**src/sis_pkg.sv**
```systemverilog
// shared constants and carriers of the servo input sequencer
package sis_pkg;

    // =========================================================
    // register map and bus widths
    localparam int          ADDR_W        = 8;
    localparam int          DATA_W        = 32;
    localparam logic [7:0]  ADDR_CTRL     = 8'h00;
    localparam logic [7:0]  ADDR_FORCE    = 8'h04;
    localparam logic [7:0]  ADDR_ACCEL    = 8'h08;
    localparam logic [7:0]  ADDR_DECEL    = 8'h0c;
    localparam logic [7:0]  ADDR_JOG      = 8'h10;
    localparam logic [7:0]  ADDR_STATUS   = 8'h14;
    localparam logic [7:0]  ADDR_SPEED    = 8'h18;

    // =========================================================
    // control register fields and reset values
    localparam int          CTRL_UV_BIT   = 0;
    localparam int          CTRL_STOP_BIT = 1;
    localparam int          CTRL_RAMP_BIT = 2;
    localparam logic [2:0]  CTRL_RST      = 3'h1;
    localparam logic [19:0] FORCE_RST     = 20'h00000;
    localparam logic [15:0] ACCEL_RST     = 16'h0001;
    localparam logic [15:0] DECEL_RST     = 16'h0001;
    localparam logic [15:0] JOG_RST       = 16'h0064;

    // =========================================================
    // timing, in milliseconds at the given clock
    localparam int          CLK_KHZ       = 125000;
    localparam int          READY_MS      = 2000;
    localparam int          UV_WINDOW_MS  = 1000;
    localparam int          BLINK_MS      = 500;
    localparam int          RESPONSE_MS   = 1;

    // =========================================================
    // alarm code; value is arbitrary
    localparam logic [7:0]  ALARM_NONE    = 8'h00;
    localparam logic [7:0]  ALARM_MAIN_UV = 8'h0a;

    // =========================================================
    // sequence input functions, bit 19 first
    typedef struct packed {
        logic paramEditPermit;
        logic alarmReset;
        logic posPreset;
        logic interruptIn;
        logic homingLs;
        logic homing;
        logic posStart;
        logic rev;
        logic fwd;
        logic devClear;
        logic posCancel;
        logic pause;
        logic pulseInhibit;
        logic negativeOvertravelIn;
        logic positiveOvertravelIn;
        logic torqueLimit1;
        logic torqueLimit0;
        logic forcedStop;
        logic servoOn;
        logic freeRun;
    } sis_seq_in_s;

    typedef enum logic [1:0] {
        MS_COAST = 2'b00,
        MS_RUN   = 2'b01,
        MS_STOP  = 2'b10
    } sis_motion_e;

endpackage : sis_pkg

```
**src/sis_servo_input_sequencer.sv**
```systemverilog
// servo input sequencer: input ranking, ready flags, mains loss, jog
// Notes on behaviour
// - inputs resolved in seven ranked classes
// - free-run, servo on top; forced stop second
// - torque limit selects form third class
// - overtravel, inhibit, pause, cancel, clear stop
// - motion commands yield to stops; overtravel blocks its own direction only
// - homing switch, interrupt, preset sixth class
// - alarm reset, edit permit lowest rank
// - terminals answered well within one millisecond
// - control ready about two seconds after power
// - control ready needs self-test pass, sticky
// - drive ready once servo on and rotatable
// - servo off while turning: decelerate, coast
// - settings can force input functions active
// - undervoltage if mains returns within window
// - no undervoltage if run released first
// - setting selects undervoltage alarm reporting
// - setting selects stop action on mains loss
// - mains loss drops drive ready, halts cpu if drive ready was set
// - alarm code shown blinking
// - run speed ramps only when ramp enable set; stop always ramps
// - keypad jog: up forward, down reverse
// - terminal fwd, rev ignored until jog returns to entry
module sis_servo_input_sequencer #(
    parameter int unsigned READY_CYCLES =
        sis_pkg::READY_MS * sis_pkg::CLK_KHZ,
    parameter int unsigned UV_CYCLES    =
        sis_pkg::UV_WINDOW_MS * sis_pkg::CLK_KHZ,
    parameter int unsigned BLINK_CYCLES =
        sis_pkg::BLINK_MS * sis_pkg::CLK_KHZ
) (
    input  wire logic                          clk,
    input  wire logic                          srst,
    input  wire logic [sis_pkg::ADDR_W-1:0]    addr,
    input  wire logic [sis_pkg::DATA_W-1:0]    wrData,
    input  wire logic                          wrStrobe,
    input  wire logic                          rdStrobe,
    output logic      [sis_pkg::DATA_W-1:0]    rdData,
    input  wire sis_pkg::sis_seq_in_s          terminals,
    input  wire logic                          selfTestOk,
    input  wire logic                          motorRotatable,
    input  wire logic                          mainsOn,
    input  wire logic                          dcLinkLow,
    input  wire logic                          keypadJogFunction,
    input  wire logic                          jogReturnToEntry,
    input  wire logic                          keyUp,
    input  wire logic                          keyDown,
    output logic                               ctrlReady,
    output logic                               driveReady,
    output logic                               torqueOn,
    output logic signed [15:0]                 speedCmd,
    output logic      [1:0]                    torqueLimitSel,
    output logic                               posStartPulse,
    output logic                               homingPulse,
    output logic                               homeEventPulse,
    output logic                               paramEditEnable,
    output logic      [2:0]                    activeClass,
    output logic                               cpuHalt,
    output logic                               alarmActive,
    output logic      [7:0]                    alarmCode,
    output logic                               displayLit
);

    // =========================================================
    // registers
    logic [2:0]                ctrl;
    logic [19:0]               forcedInputEnableSettings;
    logic [15:0]               accelTimeOne;
    logic [15:0]               decelTimeOne;
    logic [15:0]               jogSpeedSetting;
    logic                      undervoltageAlarmSelect;
    logic                      mainsLossStopAction;
    logic                      speedRampEnable;
    sis_pkg::sis_seq_in_s      eff;
    sis_pkg::sis_motion_e      state;
    sis_pkg::sis_motion_e      next_state;
    logic [31:0]               readyCnt;
    logic [31:0]               uvCnt;
    logic [31:0]               blinkCnt;
    logic                      uvArmed;
    logic                      dcLowSeen;
    logic                      jogLockout;
    logic                      posStartSeen;
    logic                      homingSeen;
    logic [2:0]                homeEventSeen;
    logic signed [15:0]        next_speed;
    logic signed [15:0]        target;
    logic                      stopActive;
    logic                      mainsLost;
    logic [2:0]                next_class;

    assign undervoltageAlarmSelect = ctrl[sis_pkg::CTRL_UV_BIT];
    assign mainsLossStopAction     = ctrl[sis_pkg::CTRL_STOP_BIT];
    assign speedRampEnable         = ctrl[sis_pkg::CTRL_RAMP_BIT];

    always_ff @(posedge clk)
    begin
        if (srst)
        begin
            ctrl                      <= sis_pkg::CTRL_RST;
            forcedInputEnableSettings <= sis_pkg::FORCE_RST;
            accelTimeOne              <= sis_pkg::ACCEL_RST;
            decelTimeOne              <= sis_pkg::DECEL_RST;
            jogSpeedSetting           <= sis_pkg::JOG_RST;
        end
        else if (wrStrobe)
        begin
            case (addr)
                sis_pkg::ADDR_CTRL:   ctrl <= wrData[2:0];
                sis_pkg::ADDR_FORCE:
                    forcedInputEnableSettings <= wrData[19:0];
                sis_pkg::ADDR_ACCEL:  accelTimeOne <= wrData[15:0];
                sis_pkg::ADDR_DECEL:  decelTimeOne <= wrData[15:0];
                sis_pkg::ADDR_JOG:    jogSpeedSetting <= wrData[15:0];
                default:              ;
            endcase
        end
    end

    // unmapped addresses and idle cycles read as zero
    always_ff @(posedge clk)
    begin
        if (srst)
            rdData <= '0;
        else if (rdStrobe)
        begin
            case (addr)
                sis_pkg::ADDR_CTRL:   rdData <= {29'h0, ctrl};
                sis_pkg::ADDR_FORCE:
                    rdData <= {12'h0, forcedInputEnableSettings};
                sis_pkg::ADDR_ACCEL:  rdData <= {16'h0, accelTimeOne};
                sis_pkg::ADDR_DECEL:  rdData <= {16'h0, decelTimeOne};
                sis_pkg::ADDR_JOG:    rdData <= {16'h0, jogSpeedSetting};
                sis_pkg::ADDR_STATUS:
                    rdData <= {8'h0, alarmCode, 5'h0, activeClass,
                               2'h0, state, torqueOn, cpuHalt,
                               driveReady, ctrlReady};
                sis_pkg::ADDR_SPEED:
                    rdData <= {{16{speedCmd[15]}}, speedCmd};
                default:              rdData <= '0;
            endcase
        end
        else
            rdData <= '0;
    end

    // =========================================================
    // forced inputs and ranking
    assign eff = sis_pkg::sis_seq_in_s'(terminals
                 | forcedInputEnableSettings);

    // every class is judged from the same sample
    always_comb
    begin
        next_class = 3'h0;
        if (eff.alarmReset || eff.paramEditPermit)
            next_class = 3'h7;
        if (eff.homingLs || eff.interruptIn || eff.posPreset)
            next_class = 3'h6;
        if (eff.fwd || eff.rev || eff.posStart || eff.homing)
            next_class = 3'h5;
        if (stopActive)
            next_class = 3'h4;
        if (eff.torqueLimit0 || eff.torqueLimit1)
            next_class = 3'h3;
        if (eff.forcedStop)
            next_class = 3'h2;
        if (eff.freeRun || eff.servoOn)
            next_class = 3'h1;
    end

    assign stopActive = eff.positiveOvertravelIn
                      | eff.negativeOvertravelIn | eff.pulseInhibit
                      | eff.pause | eff.posCancel | eff.devClear;
    assign mainsLost  = !mainsOn;

    // =========================================================
    // speed target: stops beat motion, jog beats terminals
    always_comb
    begin
        target = 16'sh0000;
        if (keypadJogFunction || jogLockout)
        begin
            if (keypadJogFunction && keyUp && !keyDown)
                target = $signed({1'b0, jogSpeedSetting[14:0]});
            else if (keypadJogFunction && keyDown && !keyUp)
                target = -$signed({1'b0, jogSpeedSetting[14:0]});
        end
        else if (eff.fwd && !eff.rev)
            target = $signed({1'b0, jogSpeedSetting[14:0]});
        else if (eff.rev && !eff.fwd)
            target = -$signed({1'b0, jogSpeedSetting[14:0]});
        if (eff.forcedStop || eff.pulseInhibit || eff.pause
            || eff.posCancel || eff.devClear)
            target = 16'sh0000;
        if (eff.positiveOvertravelIn && target > 16'sh0000)
            target = 16'sh0000;
        if (eff.negativeOvertravelIn && target < 16'sh0000)
            target = 16'sh0000;
    end

    // a zero step means a jump straight to the target
    function automatic logic signed [15:0] sis_ramp(
        input logic signed [15:0] cur,
        input logic signed [15:0] tgt,
        input logic        [15:0] up,
        input logic        [15:0] dn
    );
        logic signed [17:0] c;
        logic signed [17:0] t;
        logic signed [17:0] s;
        logic signed [17:0] n;
        logic               away;
        c    = 18'(cur);
        t    = 18'(tgt);
        away = (t > c && c >= 18'sh0) || (t < c && c <= 18'sh0);
        s    = away ? $signed({2'b00, up}) : $signed({2'b00, dn});
        if (s == 18'sh0)
            n = t;
        else if (t > c)
            n = (c + s > t) ? t : c + s;
        else
            n = (c - s < t) ? t : c - s;
        return 16'(n);
    endfunction : sis_ramp

    // =========================================================
    // motion state
    always_comb
    begin
        next_state = state;
        case (state)
            sis_pkg::MS_COAST:
                if (driveReady && eff.servoOn && !eff.freeRun)
                    next_state = sis_pkg::MS_RUN;
            sis_pkg::MS_RUN:
                if (eff.freeRun || alarmActive
                    || (mainsLost && !mainsLossStopAction))
                    next_state = sis_pkg::MS_COAST;
                else if (!eff.servoOn || mainsLost)
                    next_state = sis_pkg::MS_STOP;
            sis_pkg::MS_STOP:
                if (eff.freeRun || speedCmd == 16'sh0000)
                    next_state = sis_pkg::MS_COAST;
            default:
                next_state = sis_pkg::MS_COAST;
        endcase
    end

    always_comb
    begin
        next_speed = 16'sh0000;
        case (state)
            sis_pkg::MS_RUN:
                if (speedRampEnable)
                    next_speed = sis_ramp(speedCmd, target,
                                          accelTimeOne,
                                          decelTimeOne);
                else
                    next_speed = target;
            sis_pkg::MS_STOP:
                next_speed = sis_ramp(speedCmd, 16'sh0000,
                                      accelTimeOne, decelTimeOne);
            default:
                next_speed = 16'sh0000;
        endcase
        if (next_state == sis_pkg::MS_COAST)
            next_speed = 16'sh0000;
    end

    always_ff @(posedge clk)
    begin
        if (srst)
        begin
            state    <= sis_pkg::MS_COAST;
            speedCmd <= 16'sh0000;
            torqueOn <= 1'b0;
        end
        else
        begin
            state    <= next_state;
            speedCmd <= next_speed;
            torqueOn <= (next_state != sis_pkg::MS_COAST);
        end
    end

    // =========================================================
    // ready flags; only a power cycle drops control ready
    always_ff @(posedge clk)
    begin
        if (srst)
        begin
            readyCnt  <= 32'h0;
            ctrlReady <= 1'b0;
        end
        else
        begin
            if (readyCnt < 32'(READY_CYCLES))
                readyCnt <= readyCnt + 32'h1;
            else if (selfTestOk)
                ctrlReady <= 1'b1;
        end
    end

    always_ff @(posedge clk)
    begin
        if (srst)
        begin
            driveReady <= 1'b0;
            cpuHalt    <= 1'b0;
        end
        else
        begin
            if (mainsLost && driveReady)
                cpuHalt <= 1'b1;
            driveReady <= ctrlReady && eff.servoOn && motorRotatable
                          && mainsOn && !cpuHalt && !alarmActive
                          && !eff.freeRun;
        end
    end

    // =========================================================
    // main circuit undervoltage window
    // arming needs the run command at the moment the link drops
    always_ff @(posedge clk)
    begin
        if (srst)
        begin
            dcLowSeen <= 1'b0;
            uvArmed   <= 1'b0;
            uvCnt     <= 32'h0;
        end
        else
        begin
            dcLowSeen <= dcLinkLow;
            if (dcLinkLow && !dcLowSeen)
            begin
                uvArmed <= eff.servoOn;
                uvCnt   <= 32'h0;
            end
            else if (dcLinkLow && uvArmed)
            begin
                if (uvCnt >= 32'(UV_CYCLES) - 32'h1)
                    uvArmed <= 1'b0;
                else
                    uvCnt <= uvCnt + 32'h1;
            end
            else if (!dcLinkLow)
                uvArmed <= 1'b0;
        end
    end

    // a new alarm wins over a reset in the same cycle
    always_ff @(posedge clk)
    begin
        if (srst)
        begin
            alarmActive <= 1'b0;
            alarmCode   <= sis_pkg::ALARM_NONE;
        end
        else if (!dcLinkLow && dcLowSeen && uvArmed
                 && undervoltageAlarmSelect)
        begin
            alarmActive <= 1'b1;
            alarmCode   <= sis_pkg::ALARM_MAIN_UV;
        end
        else if (eff.alarmReset)
        begin
            alarmActive <= 1'b0;
            alarmCode   <= sis_pkg::ALARM_NONE;
        end
    end

    always_ff @(posedge clk)
    begin
        if (srst || !alarmActive)
        begin
            blinkCnt   <= 32'h0;
            displayLit <= 1'b1;
        end
        else if (blinkCnt >= 32'(BLINK_CYCLES) - 32'h1)
        begin
            blinkCnt   <= 32'h0;
            displayLit <= !displayLit;
        end
        else
            blinkCnt <= blinkCnt + 32'h1;
    end

    // =========================================================
    // keypad jog lockout of terminal rotation
    always_ff @(posedge clk)
    begin
        if (srst)
            jogLockout <= 1'b0;
        else if (keypadJogFunction)
            jogLockout <= 1'b1;
        else if (jogReturnToEntry)
            jogLockout <= 1'b0;
    end

    // =========================================================
    // ranked side outputs, all registered in one cycle
    always_ff @(posedge clk)
    begin
        if (srst)
        begin
            torqueLimitSel  <= 2'h0;
            posStartPulse   <= 1'b0;
            homingPulse     <= 1'b0;
            homeEventPulse  <= 1'b0;
            paramEditEnable <= 1'b0;
            activeClass     <= 3'h0;
            posStartSeen    <= 1'b0;
            homingSeen      <= 1'b0;
            homeEventSeen   <= 3'h0;
        end
        else
        begin
            activeClass     <= next_class;
            posStartSeen    <= eff.posStart;
            homingSeen      <= eff.homing;
            homeEventSeen   <= {eff.homingLs, eff.interruptIn,
                                eff.posPreset};
            torqueLimitSel  <= eff.forcedStop ? 2'h0
                : {eff.torqueLimit1, eff.torqueLimit0};
            posStartPulse   <= eff.posStart && !posStartSeen
                && !stopActive && !eff.forcedStop
                && state == sis_pkg::MS_RUN;
            homingPulse     <= eff.homing && !homingSeen
                && !stopActive && !eff.forcedStop
                && state == sis_pkg::MS_RUN;
            homeEventPulse  <= |({eff.homingLs, eff.interruptIn,
                eff.posPreset} & ~homeEventSeen);
            paramEditEnable <= eff.paramEditPermit;
        end
    end

endmodule : sis_servo_input_sequencer

```
**config.mk**
```make
export PLATFORM = sky130hd
export DESIGN_NAME = sis_servo_input_sequencer
export DESIGN_NICKNAME = d
export VERILOG_FILES = /design/src/sis_pkg.sv /design/src/sis_servo_input_sequencer.sv
export SDC_FILE = /design/constraint.sdc
export NUM_CORES = 1
export LEC_CHECK = 0
export BUFFER_PORTS_ARGS = -buffer_cell sky130_fd_sc_hd__buf_2
export CAP_MARGIN = 20
export CORE_MARGIN = 5
export CORE_UTILIZATION = 45
export CTS_CLUSTER_SIZE = 24
export DETAILED_ROUTE_END_ITERATION = 8
export PLACE_DENSITY = 0.74
export SLEW_MARGIN = 20
export SYNTH_ARGS = -nofsm -noshare
export SYNTH_HDL_FRONTEND = slang
export SYNTH_SLANG_ARGS = --single-unit
```
**constraint.sdc**
```tcl
create_clock -name clk -period 30.5 [get_ports clk]
set_input_delay 6.1 -clock clk [delete_from_list [all_inputs] [get_ports clk]]
set_output_delay 6.1 -clock clk [all_outputs]
set_load 0.05 [all_outputs]
```
**Word-level counts from Yosys, hierarchy flattened**

Cells that the tools add are included.

- Multiplexer cells: 43
- Reductions and logical operators: 97
- $lt $le $gt $ge: 15
- Bitwise operators: 11
- Equality and inequality tests: 10
- $add $sub $neg: 8

Operators by type and width:

| kind | number |
|---|---|
| $mux 16 | 19 |
| $pmux 32 s7 | 1 |
| $add 32x1->32 const B | 3 |
| $add 16x17->18 | 2 |
| $logic_not 18->1 | 2 |
| $sub 16x17->18 | 2 |
| $logic_and 1x1->1 | 35 |
| $ge 32x26->1 const B | 1 |
| $ge 32x27->1 const B | 1 |
| $lt 32x28->1 const B | 1 |
| $pmux 16 s2 | 1 |
| $eq 8x5->1 const B | 3 |
| $logic_or 1x1->1 | 20 |
| $or 20x20->20 | 1 |
| $gt 18x1->1 const B | 1 |
| $gt 18x16->1 | 1 |
| $lt 18x1->1 const B | 1 |
| $lt 18x16->1 | 1 |
| $logic_not 1->1 | 17 |
| $eq 8x4->1 const B | 2 |
| $ge 16x1->1 const B | 1 |
| $gt 1x16->1 const A | 1 |
| $gt 16x1->1 const B | 1 |
| $gt 16x16->1 | 1 |
| other kinds (27) | 65 |

- Output and inout port bits: 71
- Bits of input ports: 72
- Word-level logic and storage cells: 216
- Register bits: 242

**Logic depth before layout (Yosys ltp)**

Gate-level depths: netlist of run 1.

- Word-level depth: 24
- Depth in mapped cells: 45
- Depth with buffers taken out: 41

**Worst setup path after synthesis of run 1**

No wires, ideal clock.

- Path kind: input-to-reg
- Start: input port keypadJogFunction
- End: register speedCmd[3]
- Cell stages on the path: 38
- Library setup time: 0.122 ns
- Data arrival time: 14.341 ns
- Buffers on the path: 3
- Data required time: 30.378 ns
- Path slack: 16.037 ns
- Cells stage by stage: or4_1 o21ai_1 o31ai_2 a221oi_2 a31o_1 nor4_1 a41o_2 nand2_4 nor2_1 ha_1 nand4_1 or3_1 o32a_1 nor3b_1 or2_2 clkbuf_1 clkbuf_1 o21ai_0 [... 2 more ...] o311a_1 o2111ai_1 a31oi_1 a221o_1 a21oi_1 o21bai_1 xnor2_1 ha_1 nand2_1 nor3_1 nand3_1 or4_1 and3_1 a22o_1 nor3_4 buf_6 nand2_1 a311o_1

- Longest elaborated chain between the ends: 23
- Elaborated cells on any way between the ends: 32
- Classes of those cells: 2 x add/sub; 6 x order compare; 13 x mux; 11 x reduce/logical

Ends and longest elaborated chain:

| what | RTL line | RTL |
|---|---|---|
| start: declaration | sis_servo_input_sequencer.sv:45 | `input wire logic keypadJogFunction,` |
| $logic_and 1x1->1 (2 in series) | sis_servo_input_sequencer.sv:187 | `else if (keypadJogFunction && keyDown && !keyUp)` |
| $mux 16 | sis_servo_input_sequencer.sv:187 |  |
| $mux 16 | sis_servo_input_sequencer.sv:185 | `if (keypadJogFunction && keyUp && !keyDown)` |
| $mux 16 * | sis_servo_input_sequencer.sv:183 | `if (keypadJogFunction \|\| jogLockout)` |
| $mux 16 * | sis_servo_input_sequencer.sv:194 | `if (eff.forcedStop \|\| eff.pulseInhibit \|\| eff.pause` |
| $gt 16x1->1 | sis_servo_input_sequencer.sv:197 | `if (eff.positiveOvertravelIn && target > 16'sh0000)` |
| $logic_and 1x1->1 | sis_servo_input_sequencer.sv:197 |  |
| $mux 16 * | sis_servo_input_sequencer.sv:197 |  |
| [... 6 more ...] | -- |  |
| $mux 16 | sis_servo_input_sequencer.sv:218 | `s = away ? $signed({2'b00, up}) : $signed({2'b00, dn});` |
| $sub 16x17->18 / $add 16x17->18 (equally long branches) | sis_servo_input_sequencer.sv:224, sis_servo_input_sequencer.sv:222 |  |
| $lt 18x16->1 / $gt 18x16->1 (equally long branches) | sis_servo_input_sequencer.sv:224, sis_servo_input_sequencer.sv:222 |  |
| $mux 16 (on tied branches) | sis_servo_input_sequencer.sv:224, sis_servo_input_sequencer.sv:222 |  |
| $mux 16 | sis_servo_input_sequencer.sv:221 | `else if (t > c)` |
| $mux 16 | sis_servo_input_sequencer.sv:219 | `if (s == 18'sh0)` |
| $mux 16 * | sis_servo_input_sequencer.sv:256 | `if (speedRampEnable)` |
| $pmux 16 s2 * | sis_servo_input_sequencer.sv:254 | `case (state)` |
| end signal: assignment | sis_servo_input_sequencer.sv:283 | `speedCmd <= next_speed;` |
| end: declaration | sis_servo_input_sequencer.sv:52 | `output logic signed [15:0] speedCmd,` |

Mark *: on every way between the ends. The rest lies on a longest branch, timed or not.
A chain may end at the register's enable or synchronous reset.

**Worst setup path after layout of run 1**

- Start: input port terminals[7] in the netlist's numbering
- End: register speedCmd[11]

- Longest elaborated chain between the ends: 23
- Elaborated cells on any way between the ends: 29
- Classes of those cells: 2 x add/sub; 6 x order compare; 10 x mux; 1 x bitwise; 10 x reduce/logical

Ends and longest elaborated chain:

| what | RTL line | RTL |
|---|---|---|
| start: declaration | sis_servo_input_sequencer.sv:40 | `input wire sis_pkg::sis_seq_in_s terminals,` |
| $or 20x20->20 * | sis_servo_input_sequencer.sv:151 | `\| forcedInputEnableSettings);` |
| $logic_or 1x1->1 * (2 in series) | sis_servo_input_sequencer.sv:194 |  |
| $logic_or 1x1->1 * (2 in series) | sis_servo_input_sequencer.sv:195 | `\|\| eff.posCancel \|\| eff.devClear)` |
| $mux 16 * | sis_servo_input_sequencer.sv:194 |  |
| $gt 16x1->1 | sis_servo_input_sequencer.sv:197 |  |
| $logic_and 1x1->1 | sis_servo_input_sequencer.sv:197 |  |
| $mux 16 * | sis_servo_input_sequencer.sv:197 |  |
| $lt 16x1->1 | sis_servo_input_sequencer.sv:199 | `if (eff.negativeOvertravelIn && target < 16'sh0000)` |
| [... 5 more ...] | -- |  |
| $mux 16 | sis_servo_input_sequencer.sv:218 |  |
| $sub 16x17->18 / $add 16x17->18 (equally long branches) | sis_servo_input_sequencer.sv:224, sis_servo_input_sequencer.sv:222 |  |
| $lt 18x16->1 / $gt 18x16->1 (equally long branches) | sis_servo_input_sequencer.sv:224, sis_servo_input_sequencer.sv:222 |  |
| $mux 16 (on tied branches) | sis_servo_input_sequencer.sv:224, sis_servo_input_sequencer.sv:222 |  |
| $mux 16 | sis_servo_input_sequencer.sv:221 |  |
| $mux 16 | sis_servo_input_sequencer.sv:219 |  |
| $mux 16 * | sis_servo_input_sequencer.sv:256 |  |
| $pmux 16 s2 * | sis_servo_input_sequencer.sv:254 |  |

Marked as above.

==> results.txt, run 1 <==
Slowest-stage cell, CP = o21ai_0
Pin count of the biggest net entering global routing = 88
Synth Flop Type = dfxtp_1
First-pass GRT wire length = 80000 um
# Post-CTS Setup Buffers = 0
RSZ-0062 raised after global routing = false
Cells after Synth = 2037
Layout cells sized above 1 = 11.3%
Hold Violations, Final = 0
H-tree levels = 1
Vias per cell = 6.05
Avg Cell Area, Syn = 7.72 um^2
Power Density = 38.7 nW/um^2
Crit end category = flop
Root buffer cell = clkbuf_16
Die area = 38800 um^2
Async set-reset flop share out of synthesis = 0%
Worst Skew = 22.5 ps
Worst path required time = 30920 ps
Via Count = 15500
Max Cap Viol = 0
FMAX = 61.7 MHz
Sequential area share after synthesis = 29.1%
Post-synthesis cell type count = 95
Lkg Pwr = 0.00673 uW
Status = finished, final reports clean
Area leader, netlist = dfxtp_1
Height of the die = 197 um
Final worst-path cycle share = 53.1%
CTS buffer count = 26
Flops & latches, synth = 229
Num rows = 68
Avg WL per Cell = 20.0 um
VDD IR-drop max = 0.0536 mV
Fin area = 17400 um^2
First DRT Iteration DRCs = 1665
Gpl congestion = 0.974
Starting Density = 45.5%
Die width = 197 um
Startpoint Class = input pin
Final setup margin = 14300 ps
IO Port Bufs = 124
DRT Pass-1 Iters = 7
Hold_buf cts = 0
HPWL Detailed = 38700 um
Max-Slew Margin vs Limit = 33.8%
WS Path Type = input pin to flop
Critical path's largest stage delay = 730 ps
WP data arrival = 16620 ps
TritonCTS clock tree = built
Cts repair resizes = 0
Top post-synthesis cells by area = dfxtp_1 (29%), ha_1 (9.9%), nand2_1 (5.9%)
Pre-CTS setup slack = 13870 ps
Total I/O pin count = 143
Final net count = 2285
CP dominant cell by count = ha_1
Gr ovfl total = 0
CTS max path bufs = 3
Yosys Warn Count = 0
Post-route ant nets = 0
Yosys top cell area share = 29.1%
Setup-failing EPs final = 0
Minimum clock period = 16200 ps
Vias in the first global route = 14700
Synthesized area = 15700 um^2
Slew Viols, Final = 0
Core area = 34500 um^2
CTS clk-pin slew, worst paths = 60 ps
Worst hold path class = flop to flop
Final hold slack = 420 ps
Post-synth EDFFs = 0
Final wirelength = 51400 um
CP Max Fanout = 31
Setup TNS = 0 ps
Clk sinks = 229
Syn-to-layout area delta = 10.9%
# DRC = 0
Worst Max-Slew Pin Slew = 986 ps
Worst skew pair latency = 550 ps
Antenna violations before repair = 4
GRT Total Usage = 25.2%
Placed cell area = 16500 um^2
kinds of logic after synthesis:
logic type      after synthesis  share of synthesized area [%]
flops                       229                           29.1
other cells                   1                         0.0238
simple gates                796                           24.8
fa+ha+maj                   129                           10.4
buf+inv                     239                           6.31
compound gates              509                           21.6
mux                          22                           1.48
xor+xnor                    112                           6.23
critical path, delay by kind of cell:
kind,cells,cell delay [ps]
and+or+nand+nor,18,5560
buffers and inverters,4,400
xor gates and xnor gates,1,180
AOI/OAI and AO/OA,11,3570
adders and majority gates,3,800
layout make-up:
type | instances | area (um^2)
clock buffer | 28 | 678
multi-input combinational | 1580 | 10200
fill | 3380 | 17100
timing repair buffer | 135 | 706
clock inverter | 20 | 262
sequential | 229 | 4580
tap | 455 | 569
antenna | 5 | 12.5
inverter | 112 | 420
layer usage:
layer | part of all wire [%] | track usage [%] | vias to the layer above
li1 | - | - | 7348
met1 | 42 | 34.8 | 7292
met2 | 45 | 40.3 | 749
met3 | 9.1 | 3.91 | 113
met4 | 4.0 | 8.96 | 0
met5 | 0 | 0 | -
state kept, by name, summed over array words and instances (netlist names), 20 cells and up:
| signal | flops |
|---|---|
| blinkCnt | 32 |
| forcedInputEnableSettings | 20 |
| rdData | 21 |
| readyCnt | 32 |
| uvCnt | 32 |
stage by stage:
stage	instances	total power (uW)	utilization (%)
floorplan	2048	331	-
global placement	2511	343	47.7
detailed placement	2511	343	47.7
CTS	2559	678	50.5
global route	2563	695	50.5
finish	2564	675	50.5
Yosys cell counts (all sizes together) (17+ instances only):
master / number
inv: 111
buf: 30
o211ai: 17
ha: 125
nor2b: 24
xor2: 56
nor4: 35
a31oi: 17
o21a: 24
nor2: 205
nand2b: 17
xnor2: 56
nand3: 45
a21o: 26
and3: 37
or3: 21
a21oi: 158
o21ai: 87
clkbuf: 97
dfxtp: 229
nor3: 53
nand4: 31
nand2: 251
path summary, 6_finish.rpt:
| path | start | to | slack [ps] | depth (start not counted) |
|---|---|---|---|---|
| max reg2reg | jogSpeedSetting[0] | speedCmd[11] | 18900 | 37 |
| min | homingSeen | homingPulse | 420 | 1 |
| min reg2reg | homingSeen | homingPulse | 420 | 1 |
| max | terminals[7] | speedCmd[11] | 14300 | 37 |
cells in the final DEF, fill, tap and decap left out, types with 37 or more instances in the layout:
cell     netlist  layout
a21oi_1      158     158
and3_1        37      37
buf_2          2     123
dfxtp_1      229     229
ha_1         125     125
inv_1        109     109
nand2_1      249     249
nand3_1       45      45
nor2_1       203     203
nor3_1        48      47
o21ai_0       81      81
xnor2_1       56      56
xor2_1        56      56
where the power goes:
| part | internal (uW) | switching (uW) |
|---|---|---|
| combinational | 10.3 | 25.0 |
| sequential | 301 | 1.33 |
| clock | 199 | 139 |
| total | 510 | 165 |
No activity file was read; power rests on OpenSTA's default activity.
==> run 2: changes to the inputs <==
--- a/config.mk
+++ b/config.mk
@@ -5,6 +5,7 @@
 export SDC_FILE = /design/constraint.sdc
 export NUM_CORES = 1
 export LEC_CHECK = 0
+export ABC_AREA = 1
 export BUFFER_PORTS_ARGS = -buffer_cell sky130_fd_sc_hd__buf_2
 export CAP_MARGIN = 20
 export CORE_MARGIN = 5
==> constraint.sdc (replaced) <==
create_clock -name clk -period 15.6 [get_ports clk]
set_input_delay 3.12 -clock clk [delete_from_list [all_inputs] [get_ports clk]]
set_output_delay 3.12 -clock clk [all_outputs]
set_load 0.05 [all_outputs]
==> run 2 against run 1 <==
Compared with the run above: sequential share of layout area is 0.66 points lower; critical path depth is 22 higher; hold slack worse by 6.8 ps; synthesized cell count is 20% higher; clock skew is 9.2 ps lower; synthesized area is 3.5% higher; largest cell class unchanged; largest power group unchanged.
==> results.txt, run 2 <==
Status = finished, final reports clean (unchanged)
Layout cells sized above 1 = 9.73% (was 11.3%)
Multi-input gate area = 9870 um^2 (was 10200 um^2)
Starting Density = 45.7% (was 45.5%)
Pin count of the biggest net entering global routing = 74 (was 88)
Post-Synth XOR/XNOR Area = 3.60% (was 6.23%)
Critical path's largest stage delay = 590 ps (was 730 ps)
DRT Pass-1 Iters = 5 (was 7)
GRT Total Usage = 25.7% (was 25.2%)
CP dominant cell by count = nand2_1 (was ha_1)
Antenna violations before repair = 0 (was 4)
Power Density = 78.6 nW/um^2 (was 38.7 nW/um^2)
Crit end category = flop (unchanged)
CTS max path bufs = 3 (unchanged)
Yosys Warn Count = 0 (unchanged)
First DRT Iteration DRCs = 1957 (was 1665)
Max Cap Viol = 0 (unchanged)
Worst path required time = 16060 ps (was 30920 ps)
WP data arrival = 12770 ps (was 16620 ps)
WS Path Type = input pin to flop (unchanged)
Synth Flop Type = dfxtp_1 (unchanged)
Post-Synth Adder-Cell Area = 10.1% (was 10.4%)
Main combinational cell family by area after synthesis = simple AND/OR/NAND/NOR gates (unchanged)
Num rows = 69 (was 68)
Regs by FF count = blinkCnt (32), readyCnt (32), uvCnt (32) (unchanged)
Most frequent cells in the layout = nand2_1 (451), inv_1 (339), nor2_1 (249), dfxtp_1 (229), a21oi_1 (214) (was nand2_1 (249), dfxtp_1 (229), nor2_1 (203), a21oi_1 (158), ha_1 (125))
Final wirelength = 54500 um (was 51400 um)
Yosys top cell area share = 28.1% (was 29.1%)
Hold Violations, Final = 0 (unchanged)
Setup TNS = 0 ps (unchanged)
VDD IR-drop max = 0.0871 mV (was 0.0536 mV)
Gpl congestion = 0.981 (was 0.974)
Worst skew pair latency = 550 ps (about the same)
Sequential area share after synthesis = 28.1% (was 29.1%)
Placed cell area = 17000 um^2 (was 16500 um^2)
Fillers = 3585 (was 3380)
CTS buffer count = 25 (was 26)
Hold_buf cts = 0 (unchanged)
CP Max Fanout = 31 (unchanged)
Worst hold path class = flop to flop (unchanged)
HPWL Detailed = 42700 um (was 38700 um)
Slew Viols, Final = 0 (unchanged)
Avg Cell Area, Syn = 6.65 um^2 (was 7.72 um^2)
Synthesized area = 16300 um^2 (was 15700 um^2)
Post-route ant nets = 0 (unchanged)
Final net count = 2710 (was 2285)
Setup-failing EPs final = 0 (unchanged)
Final worst-path cycle share = 78.9%
Fin area = 17900 um^2 (was 17400 um^2)
Most common cell in the netlist = nand2_1 (unchanged)
Slowest-stage cell, CP = nor2_2 (was o21ai_0)
# Post-CTS Setup Buffers = 0 (unchanged)
Avg WL per Cell = 18.2 um (was 20.0 um)
Via Count = 17000 (was 15500)
Mux contribution to synthesized area = 0% (was 1.48%)
Worst Max-Slew Pin Slew = 1190 ps (was 986 ps)
N_diodes = 0 (was 5)
Seq. cell area = 4580 um^2 (unchanged)
# DRC = 0 (unchanged)
Syn-to-layout area delta = 9.89% (was 10.9%)
Post-synth EDFFs = 0 (unchanged)
IO Port Bufs = 124 (unchanged)
Total I/O pin count = 143 (unchanged)
Most common cell after layout, fill and taps aside = nand2_1 (unchanged)
Area leader, netlist = dfxtp_1 (unchanged)
H-tree levels = 1 (unchanged)
Most frequent cells after synthesis = nand2_1 (451), inv_1 (339), nor2_1 (249) (was nand2_1 (249), dfxtp_1 (229), nor2_1 (203))
Async set-reset flop share out of synthesis = 0% (unchanged)
Post-synthesis compound-gate area fraction = 17.6% (was 21.6%)
Flops & latches, synth = 229 (unchanged)
Minimum clock period = 12310 ps
Top post-synthesis cells by area = dfxtp_1 (28%), nand2_1 (10%), ha_1 (9.6%) (was dfxtp_1 (29%), ha_1 (9.9%), nand2_1 (5.9%))
RSZ-0062 raised after global routing = false (unchanged)
Post-synthesis cell type count = 61 (was 95)
Vias per cell = 5.68 (was 6.05)
First-pass GRT wire length = 85700 um (was 80000 um)
Die area = 40100 um^2 (was 38800 um^2)
Vias in the first global route = 15900 (was 14700)
Worst Skew = 13.3 ps (was 22.5 ps)
Lkg Pwr = 0.00800 uW (was 0.00673 uW)
TritonCTS clock tree = built (unchanged)
Core area = 35700 um^2 (was 34500 um^2)
Max-Slew Margin vs Limit = 20.6% (was 33.8%)
Simple-gate area share of the yosys netlist = 29.0% (was 24.8%)
Die width = 200 um (was 197 um)
Height of the die = 200 um (was 197 um)
Cells after Synth = 2448 (was 2037)
Cts repair resizes = 0 (unchanged)
Root buffer cell = clkbuf_16 (unchanged)
Clk sinks = 229 (unchanged)
Gr ovfl total = 0 (unchanged)
CTS clk-pin slew, worst paths = 60 ps (about the same)
Startpoint Class = input pin (unchanged)
FMAX = 81.3 MHz
-- run 2: logic make-up (layout without fill, tap and decap cells) --
group	after synthesis	after routing
buf+inv	466	535
other cells	1	12
xor+xnor	67	67
compound gates	506	506
fa+ha+maj	129	129
flops	229	229
simple gates	1050	1050
-- run 2: where the power goes --
| part | internal (uW) | switching (uW) |
|---|---|---|
| clock network | 355 | 252 |
| logic | 61.1 | 147 |
| registers | 589 | 2.40 |
-- run 2: final timing paths --
check        cells past startpoint            to  slack, ps          startpoint
min                              1   homingPulse        410          homingSeen
max reg2reg                     59  speedCmd[13]       5370  jogSpeedSetting[0]
min reg2reg                      1   homingPulse        410          homingSeen
max                             59  speedCmd[13]       3290        terminals[7]
-- run 2: metrics by stage --
step                cells  worst slack [ps]  util [%]  hold WS (ps)  total power [uW]
floorplan            2459              5960         -           374               753
global placement     2942              3200      47.8           390               801
detailed placement   2942              3040      47.8           401               806
CTS                  2988              3570      50.2           403              1410
global route         2989              2360      50.2           420              1460
finish               2989              3290      50.2           413              1410
-- run 2: metal layers --
metal,up-vias,routed length (um),global-route usage [%]
met5,-,0,0
met4,0,2150,9.20
met3,137,5560,4.51
met2,841,23700,41.0
met1,7780,23000,35.2
li1,8231,-,-
-- run 2: final cells by class --
| cell class | count | area share (%) |
|---|---|---|
| Clock buffer | 35 | 3.99 |
| Clock inverter | 11 | 0.727 |
| Inverter | 356 | 7.47 |
| Multi-Input combinational cell | 1764 | 55.1 |
| Sequential cell | 229 | 25.6 |
| Tap cell | 461 | 3.22 |
| Timing Repair Buffer | 133 | 3.85 |
-- run 2: worst max-delay path: cells and delay by family --
| kind | cells | cell delay, ps |
|---|---|---|
| compound gates | 7 | 1310 |
| fa+ha+maj | 3 | 1090 |
| simple gates | 40 | 5850 |
| buf+inv | 8 | 1230 |
| xor+xnor | 1 | 140 |
==> run 3: changes to the inputs <==
==> constraint.sdc (replaced) <==
create_clock -name clk -period 11.95 [get_ports clk]
set_input_delay 2.39 -clock clk [delete_from_list [all_inputs] [get_ports clk]]
set_output_delay 2.39 -clock clk [all_outputs]
set_load 0.05 [all_outputs]
==> run 3 against run 2 <==
Compared with the run above: clock power rose by 26%; via count fell by 0.12%; core utilization fell by 0.12 points; sequential cell count did not move; largest cell class unchanged; largest power group is now registers; highest routed layer is now met5.
==> results.txt, run 3 (synthesis results as in run 2) <==
Worst min-delay path startpoint = homingSeen (unchanged)
Pin count of the biggest net entering global routing = 74 (unchanged)
Via Count = 17000 (about the same)
Fillers = 3543 (was 3585)
TritonCTS clock tree = built (unchanged)
Vias per cell = 5.68 (about the same)
Hold EP = homingPulse (unchanged)
Worst Max-Slew Pin Slew = 1130 ps (was 1190 ps)
Die area = 40100 um^2 (unchanged)
Max Cap Viol = 0 (unchanged)
N_diodes = 0 (unchanged)
First DRT Iteration DRCs = 1908 (was 1957)
Die width = 200 um (unchanged)
Height of the die = 200 um (unchanged)
Power Density = 102 nW/um^2 (was 78.6 nW/um^2)
Gr ovfl total = 0 (unchanged)
WS Path Type = input pin to flop (unchanged)
CTS max path bufs = 3 (unchanged)
Hold Violations, Final = 0 (unchanged)
Minimum clock period = 10720 ps
Total I/O pin count = 143 (unchanged)
Lkg Pwr = 0.00798 uW (was 0.00800 uW)
Antenna violations before repair = 2 (was 0)
Post-route ant nets = 0 (unchanged)
Final Util = 50.1% (was 50.2%)
Slew Viols, Final = 0 (unchanged)
Setup TNS = 0 ps (unchanged)
# DRC = 0 (unchanged)
Root buffer cell = clkbuf_16 (unchanged)
Gpl congestion = 0.991 (was 0.981)
Final wirelength = 53200 um (was 54500 um)
Most frequent cells in the layout = nand2_1 (451), inv_1 (339), nor2_1 (248), dfxtp_1 (229), a21oi_1 (214) (was nand2_1 (451), inv_1 (339), nor2_1 (249), dfxtp_1 (229), a21oi_1 (214))
Regs by FF count = blinkCnt (32), readyCnt (32), uvCnt (32) (unchanged)
CTS buffer count = 25 (unchanged)
FMAX = 93.3 MHz
H-tree levels = 1 (unchanged)
Crit end category = flop (unchanged)
Status = finished, final reports clean (unchanged)
Final worst-path cycle share = 89.7%
# Post-CTS Setup Buffers = 0 (unchanged)
Core area = 35700 um^2 (unchanged)
CTS clk-pin slew, worst paths = 60 ps (about the same)
Slowest-stage cell, CP = nor2_2 (unchanged)
Flop2flop setup slack = 2670 ps (was 5370 ps)
Worst r2r dst = speedCmd[15] (was speedCmd[13])
First-pass GRT wire length = 83600 um (was 85700 um)
Starting Density = 45.7% (unchanged)
CP Max Fanout = 31 (unchanged)
WP data arrival = 11120 ps (was 12770 ps)
Layout cells sized above 1 = 9.66% (was 9.73%)
Hold depth = 1 (unchanged)
CP dominant cell by count = nand2_1 (unchanged)
Avg WL per Cell = 17.8 um (was 18.2 um)
Setup-failing EPs final = 0 (unchanged)
Cts repair resizes = 0 (unchanged)
Clk sinks = 229 (unchanged)
FF-to-FF path depth = 50 (was 59)
Final net count = 2711 (was 2710)
GRT Total Usage = 25.1% (was 25.7%)
HPWL Detailed = 41900 um (was 42700 um)
Worst skew pair latency = 560 ps (was 550 ps)
Startpoint Class = input pin (unchanged)
Max-Slew Margin vs Limit = 24.5% (was 20.6%)
Syn-to-layout area delta = 9.63% (was 9.89%)
DRT Pass-1 Iters = 6 (was 5)
Most common cell after layout, fill and taps aside = nand2_1 (unchanged)
Worst reg2reg startpoint = jogSpeedSetting[0] (unchanged)
Worst Skew = 17.5 ps (was 13.3 ps)
Critical path's largest stage delay = 580 ps (was 590 ps)
IO Port Bufs = 124 (unchanged)
Num rows = 69 (unchanged)
Hold_buf cts = 0 (unchanged)
Worst hold path class = flop to flop (unchanged)
Worst path required time = 12350 ps (was 16060 ps)
RSZ-0062 raised after global routing = false (unchanged)
Vias in the first global route = 15800 (was 15900)
VDD IR-drop max = 0.123 mV (was 0.0871 mV)
[run 3: changes by cell type in the layout (fill, tap and decap cells not counted), sizes merged]
cell      change
clkinv        -1
buf           +1
clkinvlp      -1
clkbuf        +1
inv           -1
bufinv        -1
[run 3: layout make-up]
cell class | count | area [um^2] | share of cell area [%]
Clock buffer | 36 | 717 | 4.02
Timing Repair Buffer | 134 | 696 | 3.90
Inverter | 356 | 1340 | 7.48
Multi-Input combinational cell | 1764 | 9870 | 55.3
Clock inverter | 7 | 75.1 | 0.420
Tap cell | 461 | 577 | 3.23
Sequential cell | 229 | 4580 | 25.7
[run 3: how the worst max path moves through the flow]
| stage | startpoint | endpoint | depth (start not counted) |
|---|---|---|---|
| CTS | terminals[7] | speedCmd[15] | 50 |
| finish | terminals[7] | speedCmd[15] | 53 |
| global route | terminals[7] | speedCmd[15] | 62 |
| detailed placement | terminals[7] | speedCmd[15] | 53 |
| global placement | terminals[7] | speedCmd[12] | 58 |
| floorplan | keypadJogFunction | speedCmd[12] | 62 |
[run 3: layer usage]
metal / track usage [%] / routed length [um] / share of wire (%) / up-vias
met5: 0 / 13 / 0.024 / -
met4: 8.95 / 2160 / 4.1 / 2
met3: 4.98 / 5490 / 10 / 135
met2: 39.8 / 23000 / 43 / 831
met1: 34.2 / 22500 / 42 / 7758
li1: - / - / - / 8242
[run 3: critical path, delay by kind of cell]
kind	cells	cell delay (ps)
AND/OR/NAND/NOR	30	4050
AO/OA/AOI/OAI	11	2670
adder cells (fa/ha/maj)	3	970
buffers and inverters	8	840
XOR/XNOR	1	150
[run 3: stage by stage]
stage / total power (uW) / cell area [um^2] / hold WS, ps / instances / worst slack [ps]
final: 1810 / 17900 / 410 / 2987 / 1230
after global routing: 1890 / 17900 / 427 / 2987 / 528
after CTS: 1810 / 17900 / 413 / 2987 / 1510
after detailed placement: 1060 / 17100 / 406 / 2944 / 961
after global placement: 1050 / 17100 / 391 / 2944 / 1110
after floorplan: 983 / 16300 / 374 / 2459 / 3040
[run 3: power breakdown]
part | internal, uW | switching [uW]
Clock | 438 | 324
Sequential | 769 | 3.09
Combinational | 83.4 | 195
Total | 1290 | 523
